### src/common/acr_regs.vh
// constants of the main control register bank
// assumes plain verilog-2005 and inclusion by bare name
`ifndef ACR_REGS_VH
`define ACR_REGS_VH
`define ACR_MAIN_ADDR      8'h18
`define ACR_AUX_ADDR       8'h19
`define ACR_RATE_ADDR      8'h1a
`define ACR_RESULT_ADDR    8'h0c
`define ACR_MAIN_RESET     8'h00
`define ACR_AUX_RESET      8'h3f
`define ACR_RATE_RESET     8'h98
`define ACR_SAMPLE_RESET   4'h2
`define ACR_RESULT_SET     8'haa
`define ACR_RESULT_READ    8'h55
`define ACR_OPERATE_BIT    7
`define ACR_PERF_BIT       6
`define ACR_NEWSMP_BIT     5
`define ACR_RANGE_HI_BIT   4
`define ACR_RANGE_LO_BIT   3
`define ACR_TAP_BIT        2
`define ACR_MOTION_BIT     1
`define ACR_ORIENT_BIT     0
`define ACR_REBOOT_BIT     7
`define ACR_TEST_BIT       6
`define ACR_MASK_MSB       5
`define ACR_MASK_LSB       0
`define ACR_ORATE_MSB      7
`define ACR_ORATE_LSB      6
`define ACR_KRATE_MSB      5
`define ACR_KRATE_LSB      3
`define ACR_MRATE_MSB      2
`define ACR_MRATE_LSB      0
`define ACR_REBOOT_NS      1000
`define ACR_REBOOT_CYCLES  ((`ACR_REBOOT_NS + 9) / 10)
`endif

### src/design/acr_main_control.v
// main control register bank: operate switch, modes, engine enables, rates
// assumes a serial interface front end giving one-cycle read and write strobes
`timescale 1ns/1ps
`include "acr_regs.vh"
module acr_main_control #(
  parameter REBOOT_CYCLES = `ACR_REBOOT_CYCLES
)(
  input  wire       sys_clk,
  input  wire       reset_n,
  input  wire [7:0] regAddr,
  input  wire [7:0] regWdata,
  input  wire       regWrite,
  input  wire       regRead,
  input  wire [3:0] sampleRateField,
  input  wire       newSampleEvent,
  input  wire [5:0] tiltEvent,
  output reg  [7:0] regRdata,
  output reg        acquireActive,
  output reg        highResolution,
  output reg  [1:0] rangeSelect,
  output reg        tapEngineRun,
  output reg        motionEngineRun,
  output reg        orientationRun,
  output reg        newSampleIrq,
  output reg        tiltIrq,
  output reg  [5:0] tiltMask,
  output reg  [1:0] orientationRate,
  output reg  [2:0] knockRate,
  output reg  [2:0] motionRate,
  output reg  [3:0] sampleRateSel,
  output reg        rebootBusy
);
  // reset images, sized so that their fields can be sliced
  localparam [7:0]   MAIN_RESET   = `ACR_MAIN_RESET;
  localparam [7:0]   AUX_RESET    = `ACR_AUX_RESET;
  localparam [7:0]   RATE_RESET   = `ACR_RATE_RESET;
  localparam [7:0]   RESULT_IDLE  = `ACR_RESULT_READ;
  localparam [7:0]   RESULT_ARMED = `ACR_RESULT_SET;
  localparam integer REBOOT_INT   = REBOOT_CYCLES;
  localparam [15:0]  REBOOT_LOAD  = REBOOT_INT[15:0];
  localparam         RB_IDLE      = 1'b0;
  localparam         RB_COUNT     = 1'b1;

  reg  [7:0]  mainControl;
  reg  [7:0]  auxControl;
  reg  [7:0]  engineRateControl;
  reg  [7:0]  commandTestResult;
  reg  [15:0] rebootCount;
  reg         rebootState;
  reg  [7:0]  next_rdata;

  // one address compare shared by every strobe decode
  function isAddr;
    input [7:0] addr;
    input [7:0] target;
    begin
      isAddr = (addr == target);
    end
  endfunction

  // an engine runs only while the bank is operating
  function runGate;
    input operate;
    input enable;
    begin
      runGate = operate & enable;
    end
  endfunction

  wire writeMain  = regWrite && isAddr(regAddr, `ACR_MAIN_ADDR);
  wire writeAux   = regWrite && isAddr(regAddr, `ACR_AUX_ADDR);
  wire writeRate  = regWrite && isAddr(regAddr, `ACR_RATE_ADDR);
  wire readResult = regRead && isAddr(regAddr, `ACR_RESULT_ADDR);
  wire rebootDone = (rebootState == RB_COUNT) && (rebootCount == 16'h0000);
  wire operating  = mainControl[`ACR_OPERATE_BIT];
  wire testArmed  = auxControl[`ACR_TEST_BIT];

  // soft reboot sequencer; busy stays up REBOOT_CYCLES + 1 cycles
  always @(posedge sys_clk or negedge reset_n)
  begin
    if (!reset_n)
    begin
      rebootState <= RB_IDLE;
      rebootBusy  <= 1'b0;
      rebootCount <= 16'h0000;
    end
    else
    begin
      case (rebootState)
        RB_IDLE:
        begin
          if (writeAux && regWdata[`ACR_REBOOT_BIT])
          begin
            rebootState <= RB_COUNT;
            rebootBusy  <= 1'b1;
            rebootCount <= REBOOT_LOAD;
          end
        end
        RB_COUNT:
        begin
          if (rebootCount == 16'h0000)
          begin
            // busy drops on the same edge as the restore below
            rebootState <= RB_IDLE;
            rebootBusy  <= 1'b0;
          end
          else
            rebootCount <= rebootCount - 16'h0001;
        end
        default:
        begin
          rebootState <= RB_IDLE;
          rebootBusy  <= 1'b0;
        end
      endcase
    end
  end

  // register storage; writes are refused while a reboot runs
  always @(posedge sys_clk or negedge reset_n)
  begin
    if (!reset_n)
    begin
      mainControl       <= MAIN_RESET;
      auxControl        <= AUX_RESET;
      engineRateControl <= RATE_RESET;
      commandTestResult <= RESULT_IDLE;
    end
    else if (rebootDone)
    begin
      // restore on the same edge as the busy bit drops
      mainControl       <= MAIN_RESET;
      auxControl        <= AUX_RESET;
      engineRateControl <= RATE_RESET;
      commandTestResult <= RESULT_IDLE;
    end
    else if (rebootState == RB_IDLE)
    begin
      // writes taken as given; staying in standby is the host's duty
      if (writeMain)
        mainControl <= regWdata;
      if (writeRate)
        engineRateControl <= regWdata;
      if (writeAux)
      begin
        // the reboot bit is not stored; it reads back the sequencer
        auxControl <= {1'b0, regWdata[6:0]};
        if (regWdata[`ACR_TEST_BIT])
          commandTestResult <= RESULT_ARMED;
      end
      else if (readResult && testArmed)
      begin
        // a write in the same cycle wins over the clearing read
        auxControl[`ACR_TEST_BIT] <= 1'b0;
        commandTestResult         <= RESULT_IDLE;
      end
    end
  end

  always @*
  begin
    case (regAddr)
      `ACR_MAIN_ADDR:   next_rdata = mainControl;
      `ACR_AUX_ADDR:    next_rdata = {rebootBusy, auxControl[6:0]};
      `ACR_RATE_ADDR:   next_rdata = engineRateControl;
      `ACR_RESULT_ADDR: next_rdata = commandTestResult;
      default:          next_rdata = 8'h00;
    endcase
  end

  // outputs registered from the stored fields; sampleRateSel from the sampleRateField input, the two irqs also from the event inputs
  always @(posedge sys_clk or negedge reset_n)
  begin
    if (!reset_n)
    begin
      regRdata        <= 8'h00;
      acquireActive   <= 1'b0;
      highResolution  <= 1'b0;
      rangeSelect     <= 2'h0;
      tapEngineRun    <= 1'b0;
      motionEngineRun <= 1'b0;
      orientationRun  <= 1'b0;
      newSampleIrq    <= 1'b0;
      tiltIrq         <= 1'b0;
      tiltMask        <= AUX_RESET[`ACR_MASK_MSB:`ACR_MASK_LSB];
      orientationRate <= RATE_RESET[`ACR_ORATE_MSB:`ACR_ORATE_LSB];
      knockRate       <= RATE_RESET[`ACR_KRATE_MSB:`ACR_KRATE_LSB];
      motionRate      <= RATE_RESET[`ACR_MRATE_MSB:`ACR_MRATE_LSB];
      sampleRateSel   <= `ACR_SAMPLE_RESET;
    end
    else
    begin
      regRdata        <= regRead ? next_rdata : 8'h00;
      acquireActive   <= operating;
      highResolution  <= mainControl[`ACR_PERF_BIT];
      // code 11 is undefined; passed through unchanged
      rangeSelect     <= mainControl[`ACR_RANGE_HI_BIT:`ACR_RANGE_LO_BIT];
      tapEngineRun    <= runGate(operating, mainControl[`ACR_TAP_BIT]);
      motionEngineRun <= runGate(operating, mainControl[`ACR_MOTION_BIT]);
      orientationRun  <= runGate(operating, mainControl[`ACR_ORIENT_BIT]);
      newSampleIrq    <= operating && mainControl[`ACR_NEWSMP_BIT] && newSampleEvent;
      tiltIrq         <= orientationRun && |(tiltEvent & auxControl[`ACR_MASK_MSB:0]);
      tiltMask        <= auxControl[`ACR_MASK_MSB:0];
      orientationRate <= engineRateControl[`ACR_ORATE_MSB:`ACR_ORATE_LSB];
      knockRate       <= engineRateControl[`ACR_KRATE_MSB:`ACR_KRATE_LSB];
      motionRate      <= engineRateControl[`ACR_MRATE_MSB:`ACR_MRATE_LSB];
      sampleRateSel   <= sampleRateField;
    end
  end
endmodule // acr_main_control

### config.mk
export PLATFORM = sky130hd
export DESIGN_NAME = acr_main_control
export DESIGN_NICKNAME = d
export VERILOG_FILES = /design/src/design/acr_main_control.v
export VERILOG_INCLUDE_DIRS = /design/src /design/src/common
export SDC_FILE = /design/constraint.sdc
export NUM_CORES = 1
export LEC_CHECK = 0
export ABC_CLOCK_PERIOD_IN_PS = 2400
export BUFFER_PORTS_ARGS = -buffer_cell sky130_fd_sc_hd__buf_2
export CORE_ASPECT_RATIO = 0.8
export CORE_MARGIN = 3
export CORE_UTILIZATION = 25
export CTS_CLUSTER_SIZE = 14
export DETAILED_ROUTE_END_ITERATION = 8
export GPL_ROUTABILITY_DRIVEN = 0
export PLACE_DENSITY = 0.47
export SLEW_MARGIN = 20
export SYNTH_ARGS = -nofsm -noshare
export SYNTH_HDL_FRONTEND = slang
export SYNTH_SLANG_ARGS = --single-unit
### constraint.sdc
create_clock -name sys_clk -period 2.4 [get_ports sys_clk]
set_clock_uncertainty 0.15 [all_clocks]
set_input_delay 0.48 -clock sys_clk [delete_from_list [all_inputs] [get_ports sys_clk]]
set_output_delay 0.48 -clock sys_clk [all_outputs]
set_load 0.1 [all_outputs]
==> results of run 1 <==
==> per-stage QoR <==
step                instances  setup WS (ns)  hold WS [ns]  instance area [um2]
floorplan                 286          0.450        0.0344                 3400
global placement          530          0.179         0.230                 4010
detailed placement        530          0.151         0.225                 4010
CTS                       547          0.227        0.0773                 4350
global route              547          0.111        0.0822                 4350
finish                    547          0.221        0.0903                 4350
==> placed cells by master (no fill, tap or decap), drive strengths merged, types with 2 or more instances in the layout <==
master / synthesis / final
nand4: 7 / 7
or4: 4 / 4
nor3b: 3 / 3
buf: 6 / 77
inv: 4 / 7
nand2: 29 / 29
or3b: 3 / 3
nor3: 7 / 7
nor2: 27 / 27
nor2b: 3 / 3
a21oi: 11 / 11
and2: 7 / 7
bufinv: 0 / 2
nand3: 3 / 3
dfrtp: 58 / 58
a31oi: 7 / 7
o211ai: 3 / 3
nand2b: 3 / 3
clkbuf: 2 / 9
or3: 4 / 4
a22oi: 3 / 3
o22a: 6 / 6
o31ai: 2 / 2
nor4: 5 / 5
mux2i: 23 / 23
dfstp: 20 / 20
a22o: 6 / 6
o21ai: 12 / 12
and4: 4 / 4
==> state kept, by name (all words and copies together) (netlist names), 3 cells and up <==
register / cells
auxControl: 7
engineRateControl: 8
knockRate: 3
mainControl: 8
motionRate: 3
rebootCount: 16
regRdata: 8
sampleRateSel: 4
tiltMask: 6
==> worst register-to-register path, delay by kind of cell, from the launching register on <==
family	cells	cell delay, ns
and+or+nand+nor	2	0.87
AOI/OAI and AO/OA	2	0.68
DFF	1	0.42
==> area by class of cell <==
class | instances | area share, %
Inverter | 4 | 0.345
Timing Repair Buffer | 78 | 10.1
Clock buffer | 9 | 5.18
Tap cell | 175 | 5.04
Multi-Input combinational cell | 196 | 31.5
Sequential cell | 78 | 45.5
Clock inverter | 7 | 2.42
==> power breakdown <==
part | switching [mW] | internal, mW
combinational | 0.0953 | 0.0425
sequential | 0.00142 | 1.32
clock | 0.571 | 0.927
total | 0.667 | 2.29
==> per-layer routing <==
| layer | part of all wire (%) | global-route usage [%] |
|---|---|---|
| met3 | 4.7 | 3.40 |
| met2 | 45 | 18.7 |
| met4 | 1.9 | 4.89 |
| met5 | 0.15 | 0 |
| met1 | 48 | 17.0 |
==> cell families after synthesis <==
family          after synthesis  synth area share (%)
simple gates                116                  21.6
flops                        78                  58.1
compound gates               55                  11.3
mux                          23                  6.77
buf+inv                      12                  1.62
xor+xnor                      1                 0.258
fa+ha+maj                     1                 0.368
==> repair_timing <==
item	4_1_cts	5_1_grt
setup buffers	0	0
hold buffers	1	0
hold endpoints to repair	26	0
==> worst paths after layout <==
kind / slack (ns) / startpoint / end / cells past startpoint
min in group asynchronous: 0.45 / reset_n / sampleRateSel[2] / 2
min: 0.09 / sampleRateField[1] / sampleRateSel[1] / 1
max reg2reg: 0.22 / rebootCount[11] / auxControl[1] / 4
max in group asynchronous: 1.00 / reset_n / orientationRate[1] / 3
max: 0.22 / rebootCount[11] / auxControl[1] / 4
min reg2reg: 0.24 / engineRateControl[4] / knockRate[1] / 0
==> metrics.yaml, run 1 <==
crit_type: "reg -> reg"
drt_iter0_drc: 111
avgSynthCellArea_um2: 11.9
first_pass_iters: 4
async_flop_share_pct: 100
core.rowCount: 37
drv_slew: 0
yosys_register_bits: 78
power.total_mw: 2.96
yosys.area.top_type_share_pct: 42.7
antenna_left: 0
run_status: "finished, final reports clean"
worst_pin_slew_ns: 0.690
power.density_nw_per_um2: 680
clock.fmax_mhz: 459
crit_path_max_fanout: 8
cts_tree: "built"
ir_drop_mv: 0.345
coreArea_um2: 13100
clockRootBuffer: "clkbuf_16"
syn_inst: 286
hold_class: "in -> reg"
max_stage_delay_ns: 0.50
die_h_um: 110
grt_pass1_wl_um: 14100
cp.buffers_inverters: 0
die_area_um2: 15000
grt_max_degree: 52
startpoint_type: "flop"
synth-edff-count: 0
synth_common_cells: "dfrtp_1, nand2_1, nor2_1"
yosys.area.top_type: "dfrtp_1"
antenna_cells_inserted: 0
cts_resized: 0
wl_per_cell_um: 15.8
cts_made_buffers: 9
setup.worst_path.end_class: "flop"
clkLatencyLatePin_ns: 0.34
fin_crit_sh_pct: 90.8
dp_hpwl_um: 6340
globalRouteOverflowTotal: 0
hold_violations: 0
seq_area_um2: 1980
fin_util_pct: 33.2
clockBufferDepth: 2
drcViolationCount: 0
ioPinCount: 67
portBuffers: 66
required_ns: 2.53
avgViaCountPerCell: 4.66
h-tree-depth: 3
path_cells: "nor4_1, nand4_2, o21ai_2, o22a_1"
yosys_most_used_dff: "dfrtp_1"
cpLargestDelayFamily: "simple AND/OR/NAND/NOR gates"
fill_cells: 1305
multi_input_area_um2: 1370
cts_sinks: 78
period_needed_ns: 2.18
nets: 399
cts.reportedPaths.clkPinSlew_ns: 0.06
max_cap_viol_count: 0
drive_above_1_share_pct: 37.1
setup_tns_ns: 0
areaGrowthSynthToFinish_pct: 27.9
first_global_vias: 2575
grt_usage_pct: 12.4
start_util_pct: 26.0
rsz0062_at_grt: "no"
yosys_warnings: 0
ys_top_cells_by_area: "dfrtp_1, dfstp_2, mux2i_1, nand2_1, nor2_1"
final-setup-viol-count: 0
relSlewSlack_pct: 53.8
yosysMostFrequentCell: "dfrtp_1"
ys_types: 56
power_leakage_nw: 2.04
vias: 2550
drt-total-wl_um: 8640
cp.arrival_ns: 2.31
syn-cell-area_um2: 3400
syn-num-nets: 318
fp.dieW_um: 136
ys_seq_area_share_pct: 58.1
cpMaxStageDelayCell: "nor4_1"
antenna_found_initial: 1
No activity file was read; power rests on OpenSTA's default activity.
==> inputs of run 2 (changes only) <==
Settings changed: MAX_ROUTING_LAYER set to met4.
==> run 2 against run 1 <==
  * Design area about the same
  * Largest cell class unchanged
  * Clock power about the same
  * Sequential cell count unchanged
  * Fmax up 0.26%
  * Count of clock-buffer cells in the layout unchanged
  * Via count down 0.35%
  * Cell count up 0.18%
  * First-iteration DRC count down 1.8%
  * Non-clock buffer count unchanged
  * Largest power group unchanged
  * Highest routed layer is now met4
  * Register-to-register slack about the same
  * Die area unchanged
==> metrics.yaml, run 2 (synthesized netlist as in run 1, its figures left out) <==
required_ns: 2.53  # about the same
relSlewSlack_pct: 53.6  # -0.27 points
drt_iter0_drc: 109  # -1.8%
nets: 399  # unchanged
final-setup-viol-count: 0  # unchanged
first_pass_iters: 4  # unchanged
die_area_um2: 15000  # unchanged
wl_per_cell_um: 15.8  # -0.23%
period_needed_ns: 2.17  # -0.00573 ns
cts_sinks: 78  # unchanged
dp_hpwl_um: 6340  # unchanged
cts.reportedPaths.clkPinSlew_ns: 0.06  # about the same
startpoint_type: "flop"
core.rowCount: 37  # unchanged
hold_violations: 0  # unchanged
grt_max_degree: 52  # unchanged
drv_slew: 0  # unchanged
setup.worst_path.end_class: "flop"
hold_depth: 1  # unchanged
place_area_um2: 4010  # unchanged
rsz0062_at_grt: "no"
clockRootBuffer: "clkbuf_16"
rr_worst_depth: 4  # unchanged
run_status: "finished, final reports clean"
power.total_mw: 2.96  # about the same
holdBufCountCts: 1  # unchanged
portBuffers: 66  # unchanged
avgViaCountPerCell: 4.64  # -0.53%
clkLatencyLatePin_ns: 0.34  # about the same
post-route-cell-area_um2: 4350  # about the same
max_cap_viol_count: 0  # unchanged
hold_class: "in -> reg"
crit_path_max_fanout: 8  # unchanged
regMostFlops: "rebootCount"
first_global_vias: 2577  # +0.078%
layout_commonest_cell: "buf_2"
crit_type: "reg -> reg"
grt_usage_pct: 12.8  # +0.37 points
die_h_um: 110  # unchanged
layout_common_cells: "buf_2, dfrtp_1, nand2_1"
cts_tree: "built"
path_cells: "nor4_1, nand4_2, o21ai_2, o22a_1"
ir_drop_mv: 0.345  # about the same
max_stage_delay_ns: 0.50  # about the same
h-tree-depth: 3  # unchanged
power_leakage_nw: 2.04  # about the same
drcViolationCount: 0  # unchanged
cp.arrival_ns: 2.30  # about the same
ioPinCount: 67  # unchanged
globalRouteOverflowTotal: 0  # unchanged
vias: 2541  # -0.35%
antenna_found_initial: 1  # unchanged
power.density_nw_per_um2: 680  # about the same
fill_cells: 1304  # -0.077%
areaGrowthSynthToFinish_pct: 27.9  # about the same
fin_crit_sh_pct: 90.6  # -0.24 points
cts_made_buffers: 9  # unchanged
worst_pin_slew_ns: 0.694  # +0.00399 ns
cts_setup_buffers: 0  # unchanged
grt_pass1_wl_um: 14100  # -0.15%
setup_tns_ns: 0  # unchanged
cts_resized: 0  # unchanged
clockBufferDepth: 2  # unchanged
coreArea_um2: 13100  # unchanged
cpMaxStageDelayCell: "nor4_1"
hold_slack_ns: 0.0912  # +0.000908 ns
clock.fmax_mhz: 460  # +0.26%
largest_reg_flops: 16  # unchanged
antenna_left: 0  # unchanged
drive_above_1_share_pct: 37.1  # unchanged
drt-total-wl_um: 8640  # about the same
fp.dieW_um: 136  # unchanged
start_util_pct: 26.0  # unchanged
[run 2: cell count changes in the layout (fill, tap and decap cells not counted), sizes merged]
cell / delta
diode: +1
[run 2: critical path: cells and delay by family, from the launching register on]
family             cells  cell delay, ns
AOI/OAI and AO/OA      2            0.67
DFF                    1            0.43
and+or+nand+nor        2            0.86
[run 2: routing by layer]
layer  track usage (%)  wire, um
met3              3.18       437
met5                 -         0
met4              4.89       143
met1              17.1      4130
met2              18.7      3930
[run 2: report_power, final]
part | internal (mW) | switching, mW | leakage [nW]
clock network | 0.927 | 0.569 | 0.159
registers | 1.32 | 0.00142 | 0.952
logic | 0.0425 | 0.0955 | 0.931
total | 2.29 | 0.666 | 2.04
[run 2: final cells by class]
type,instances,area [um2],area share (%)
Tap cell,175,219,5.03
Multi-Input combinational cell,196,1370,31.5
Antenna cell,1,2.50,0.0575
Sequential cell,78,1980,45.4
Timing Repair Buffer,78,438,10.1
Clock inverter,7,105,2.42
Inverter,4,15.0,0.345
Clock buffer,9,225,5.18
[run 2: final timing paths]
| kind | start | slack [ns] | end |
|---|---|---|---|
| max reg2reg | rebootCount[11] | 0.23 | auxControl[1] |
| min | sampleRateField[1] | 0.09 | sampleRateSel[1] |
| max in group asynchronous | reset_n | 0.99 | orientationRate[1] |
| max | rebootCount[11] | 0.23 | auxControl[1] |
| min in group asynchronous | reset_n | 0.46 | sampleRateSel[2] |
| min reg2reg | engineRateControl[4] | 0.23 | knockRate[1] |
[run 2: metrics by stage]
stage	setup WS (ns)	std cells	utilization (%)
floorplan	0.450	286	-
global placement	0.179	530	30.6
detailed placement	0.151	530	30.6
CTS	0.227	547	33.2
global route	0.111	548	33.2
finish	0.227	548	33.2
==> inputs of run 3 (changes only) <==
Settings changed: HOLD_SLACK_MARGIN set to 0.1.
==> run 3 against run 2 <==
  * Wire length grew 0.49%
  * Global-route usage grew 0.060 points
  * Via count grew 0.47%
  * Sequential power is essentially flat
  * Critical endpoint unchanged
  * Largest cell class unchanged
  * Combinational power grew 4%
  * Core utilization grew 0.31 points
  * Sequential share of layout area shrank 0.41 points
  * Die area is the same
  * Non-clock buffer count grew 4
  * Largest power group unchanged
  * Design area grew 0.92%
==> metrics.yaml, run 3 (synthesized netlist as in run 1, its figures left out) <==
clkPwrFrac_pct: 50.5  # about the same
regMostFlops: "rebootCount"
holdBufCountCts: 5  # +4
hold_violations: 0  # unchanged
drt_iter0_drc: 100  # -8.3%
drcViolationCount: 0  # unchanged
avgViaCountPerCell: 4.63  # -0.26%
relSlewSlack_pct: 54.1  # +0.57 points
areaGrowthSynthToFinish_pct: 29.1
cpMaxStageDelayCell: "nor4_1"
layout_commonest_cell: "buf_2"
startpoint_type: "flop"
clkLatencyLatePin_ns: 0.34  # about the same
nets: 403  # +1.0%
largest_reg_flops: 16  # unchanged
grt_pass1_wl_um: 14200  # +0.49%
clock.fmax_mhz: 460  # about the same
cts_made_buffers: 9  # unchanged
cp.buffers_inverters: 0  # unchanged
first_pass_iters: 4  # unchanged
antenna_found_initial: 1  # unchanged
grt_max_degree: 52  # unchanged
cts_sinks: 78  # unchanged
cts_tree: "built"
max_cap_viol_count: 0  # unchanged
hold_slack_ns: 0.235  # +0.144 ns
wl_per_cell_um: 15.7  # -0.24%
drt-total-wl_um: 8680  # +0.49%
antenna_left: 0  # unchanged
max_stage_delay_ns: 0.50  # about the same
cp.arrival_ns: 2.30  # about the same
globalRouteOverflowTotal: 0  # unchanged
reg2reg_slack_ns: 0.23  # about the same
power.total_mw: 2.96  # +0.18%
coreArea_um2: 13100  # unchanged
cts.reportedPaths.clkPinSlew_ns: 0.06  # about the same
h-tree-depth: 3  # unchanged
seq_power_share_pct: 44.7  # about the same
vias: 2553  # +0.47%
crit_type: "reg -> reg"
internal_power_mw: 2.29  # +0.18%
drv_slew: 0  # unchanged
power_leakage_nw: 2.06  # +0.82%
fp.dieW_um: 136  # unchanged
clockBufferDepth: 2  # unchanged
fin_crit_sh_pct: 90.6  # about the same
power.density_nw_per_um2: 675  # -0.74%
cts_resized: 0  # unchanged
p_sw_share_pct: 22.5  # about the same
drive_above_1_share_pct: 36.7  # -0.39 points
dp_hpwl_um: 6340  # unchanged
die_area_um2: 15000  # unchanged
core.rowCount: 37  # unchanged
hold_class: "reg -> reg"
rsz0062_at_grt: "no"
final-setup-viol-count: 0  # unchanged
clockRootBuffer: "clkbuf_16"
p_switching_uw: 667  # +0.16%
required_ns: 2.53  # about the same
path_cells: "nor4_1, nand4_2, o21ai_2, o22a_1"
ioPinCount: 67  # unchanged
first_global_vias: 2591  # +0.54%
ir_drop_mv: 0.346  # +0.22%
die_h_um: 110  # unchanged
worst_pin_slew_ns: 0.685  # -0.00858 ns
portBuffers: 66  # unchanged
cts_setup_buffers: 0  # unchanged
period_needed_ns: 2.17  # +0.000157 ns
setup_tns_ns: 0  # unchanged
start_util_pct: 26.0  # unchanged
fill_cells: 1299  # -0.38%
run_status: "finished, final reports clean"
setup.worst_path.end_class: "flop"
cpLargestDelayFamily: "simple AND/OR/NAND/NOR gates"
crit_path_max_fanout: 8  # unchanged
layout_common_cells: "buf_2, dfrtp_1, nand2_1"
pwr-share-comb_pct: 4.8  # about the same
grt_usage_pct: 12.8  # +0.060 points
==> run 3: cell count changes in the layout (fill, tap and decap cells not counted) <==
cell and change:
dlygate4sd3_1 +4
==> run 3: metal layers <==
metal	share of wire [%]	global-route usage, %	vias to the layer above	wire length [um]
li1	-	-	1220	-
met1	48	17.1	1255	4190
met2	45	18.9	67	3920
met3	4.9	3.18	11	425
met4	1.6	4.89	0	141
met5	0	-	-	0
==> run 3: power groups by stage <==
stage	Combinational (mW)	Sequential (mW)	Clock [mW]
2_1_floorplan	0.0327	1.37	0
3_3_place_gp	0.139	1.35	0
3_5_place_dp	0.140	1.35	0
4_1_cts	0.147	1.32	1.54
5_1_grt	0.158	1.32	1.60
6_report	0.143	1.32	1.50
==> run 3: per-stage QoR <==
step	cell area [um2]	setup slack, ns	std cells	util (%)
after global placement	4010	0.179	530	30.6
after detailed placement	4010	0.151	530	30.6
final	4390	0.226	552	33.5
after global routing	4390	0.111	552	33.5
after CTS	4390	0.227	551	33.5
after floorplan	3400	0.450	286	-
==> run 3: path summary, 6_finish.rpt <==
path,start,end,cells after the start
worst max-delay path,rebootCount[11],auxControl[1],4
worst max register to register,rebootCount[11],auxControl[1],4
worst min-delay path,engineRateControl[4],knockRate[1],0
max in group asynchronous,reset_n,orientationRate[1],3
worst min register to register,engineRateControl[4],knockRate[1],0
min in group asynchronous,reset_n,sampleRateSel[2],2
==> run 3: final cells by class <==
class	instances	area, um2	share of cell area, %
inverter	4	15.0	0.342
clock inverter	7	105	2.39
clock buffer	9	225	5.13
multi-input combinational	196	1370	31.2
timing repair buffer	82	478	10.9
antenna	1	2.50	0.0570
sequential	78	1980	45.0
tap	175	219	4.99
==> run 3: worst register-to-register path, stage by stage (launching register included) <==
cell and delay, ns:
dfrtp_1 0.43, nor4_1 0.50, nand4_2 0.36, o21ai_2 0.47, o22a_1 0.21
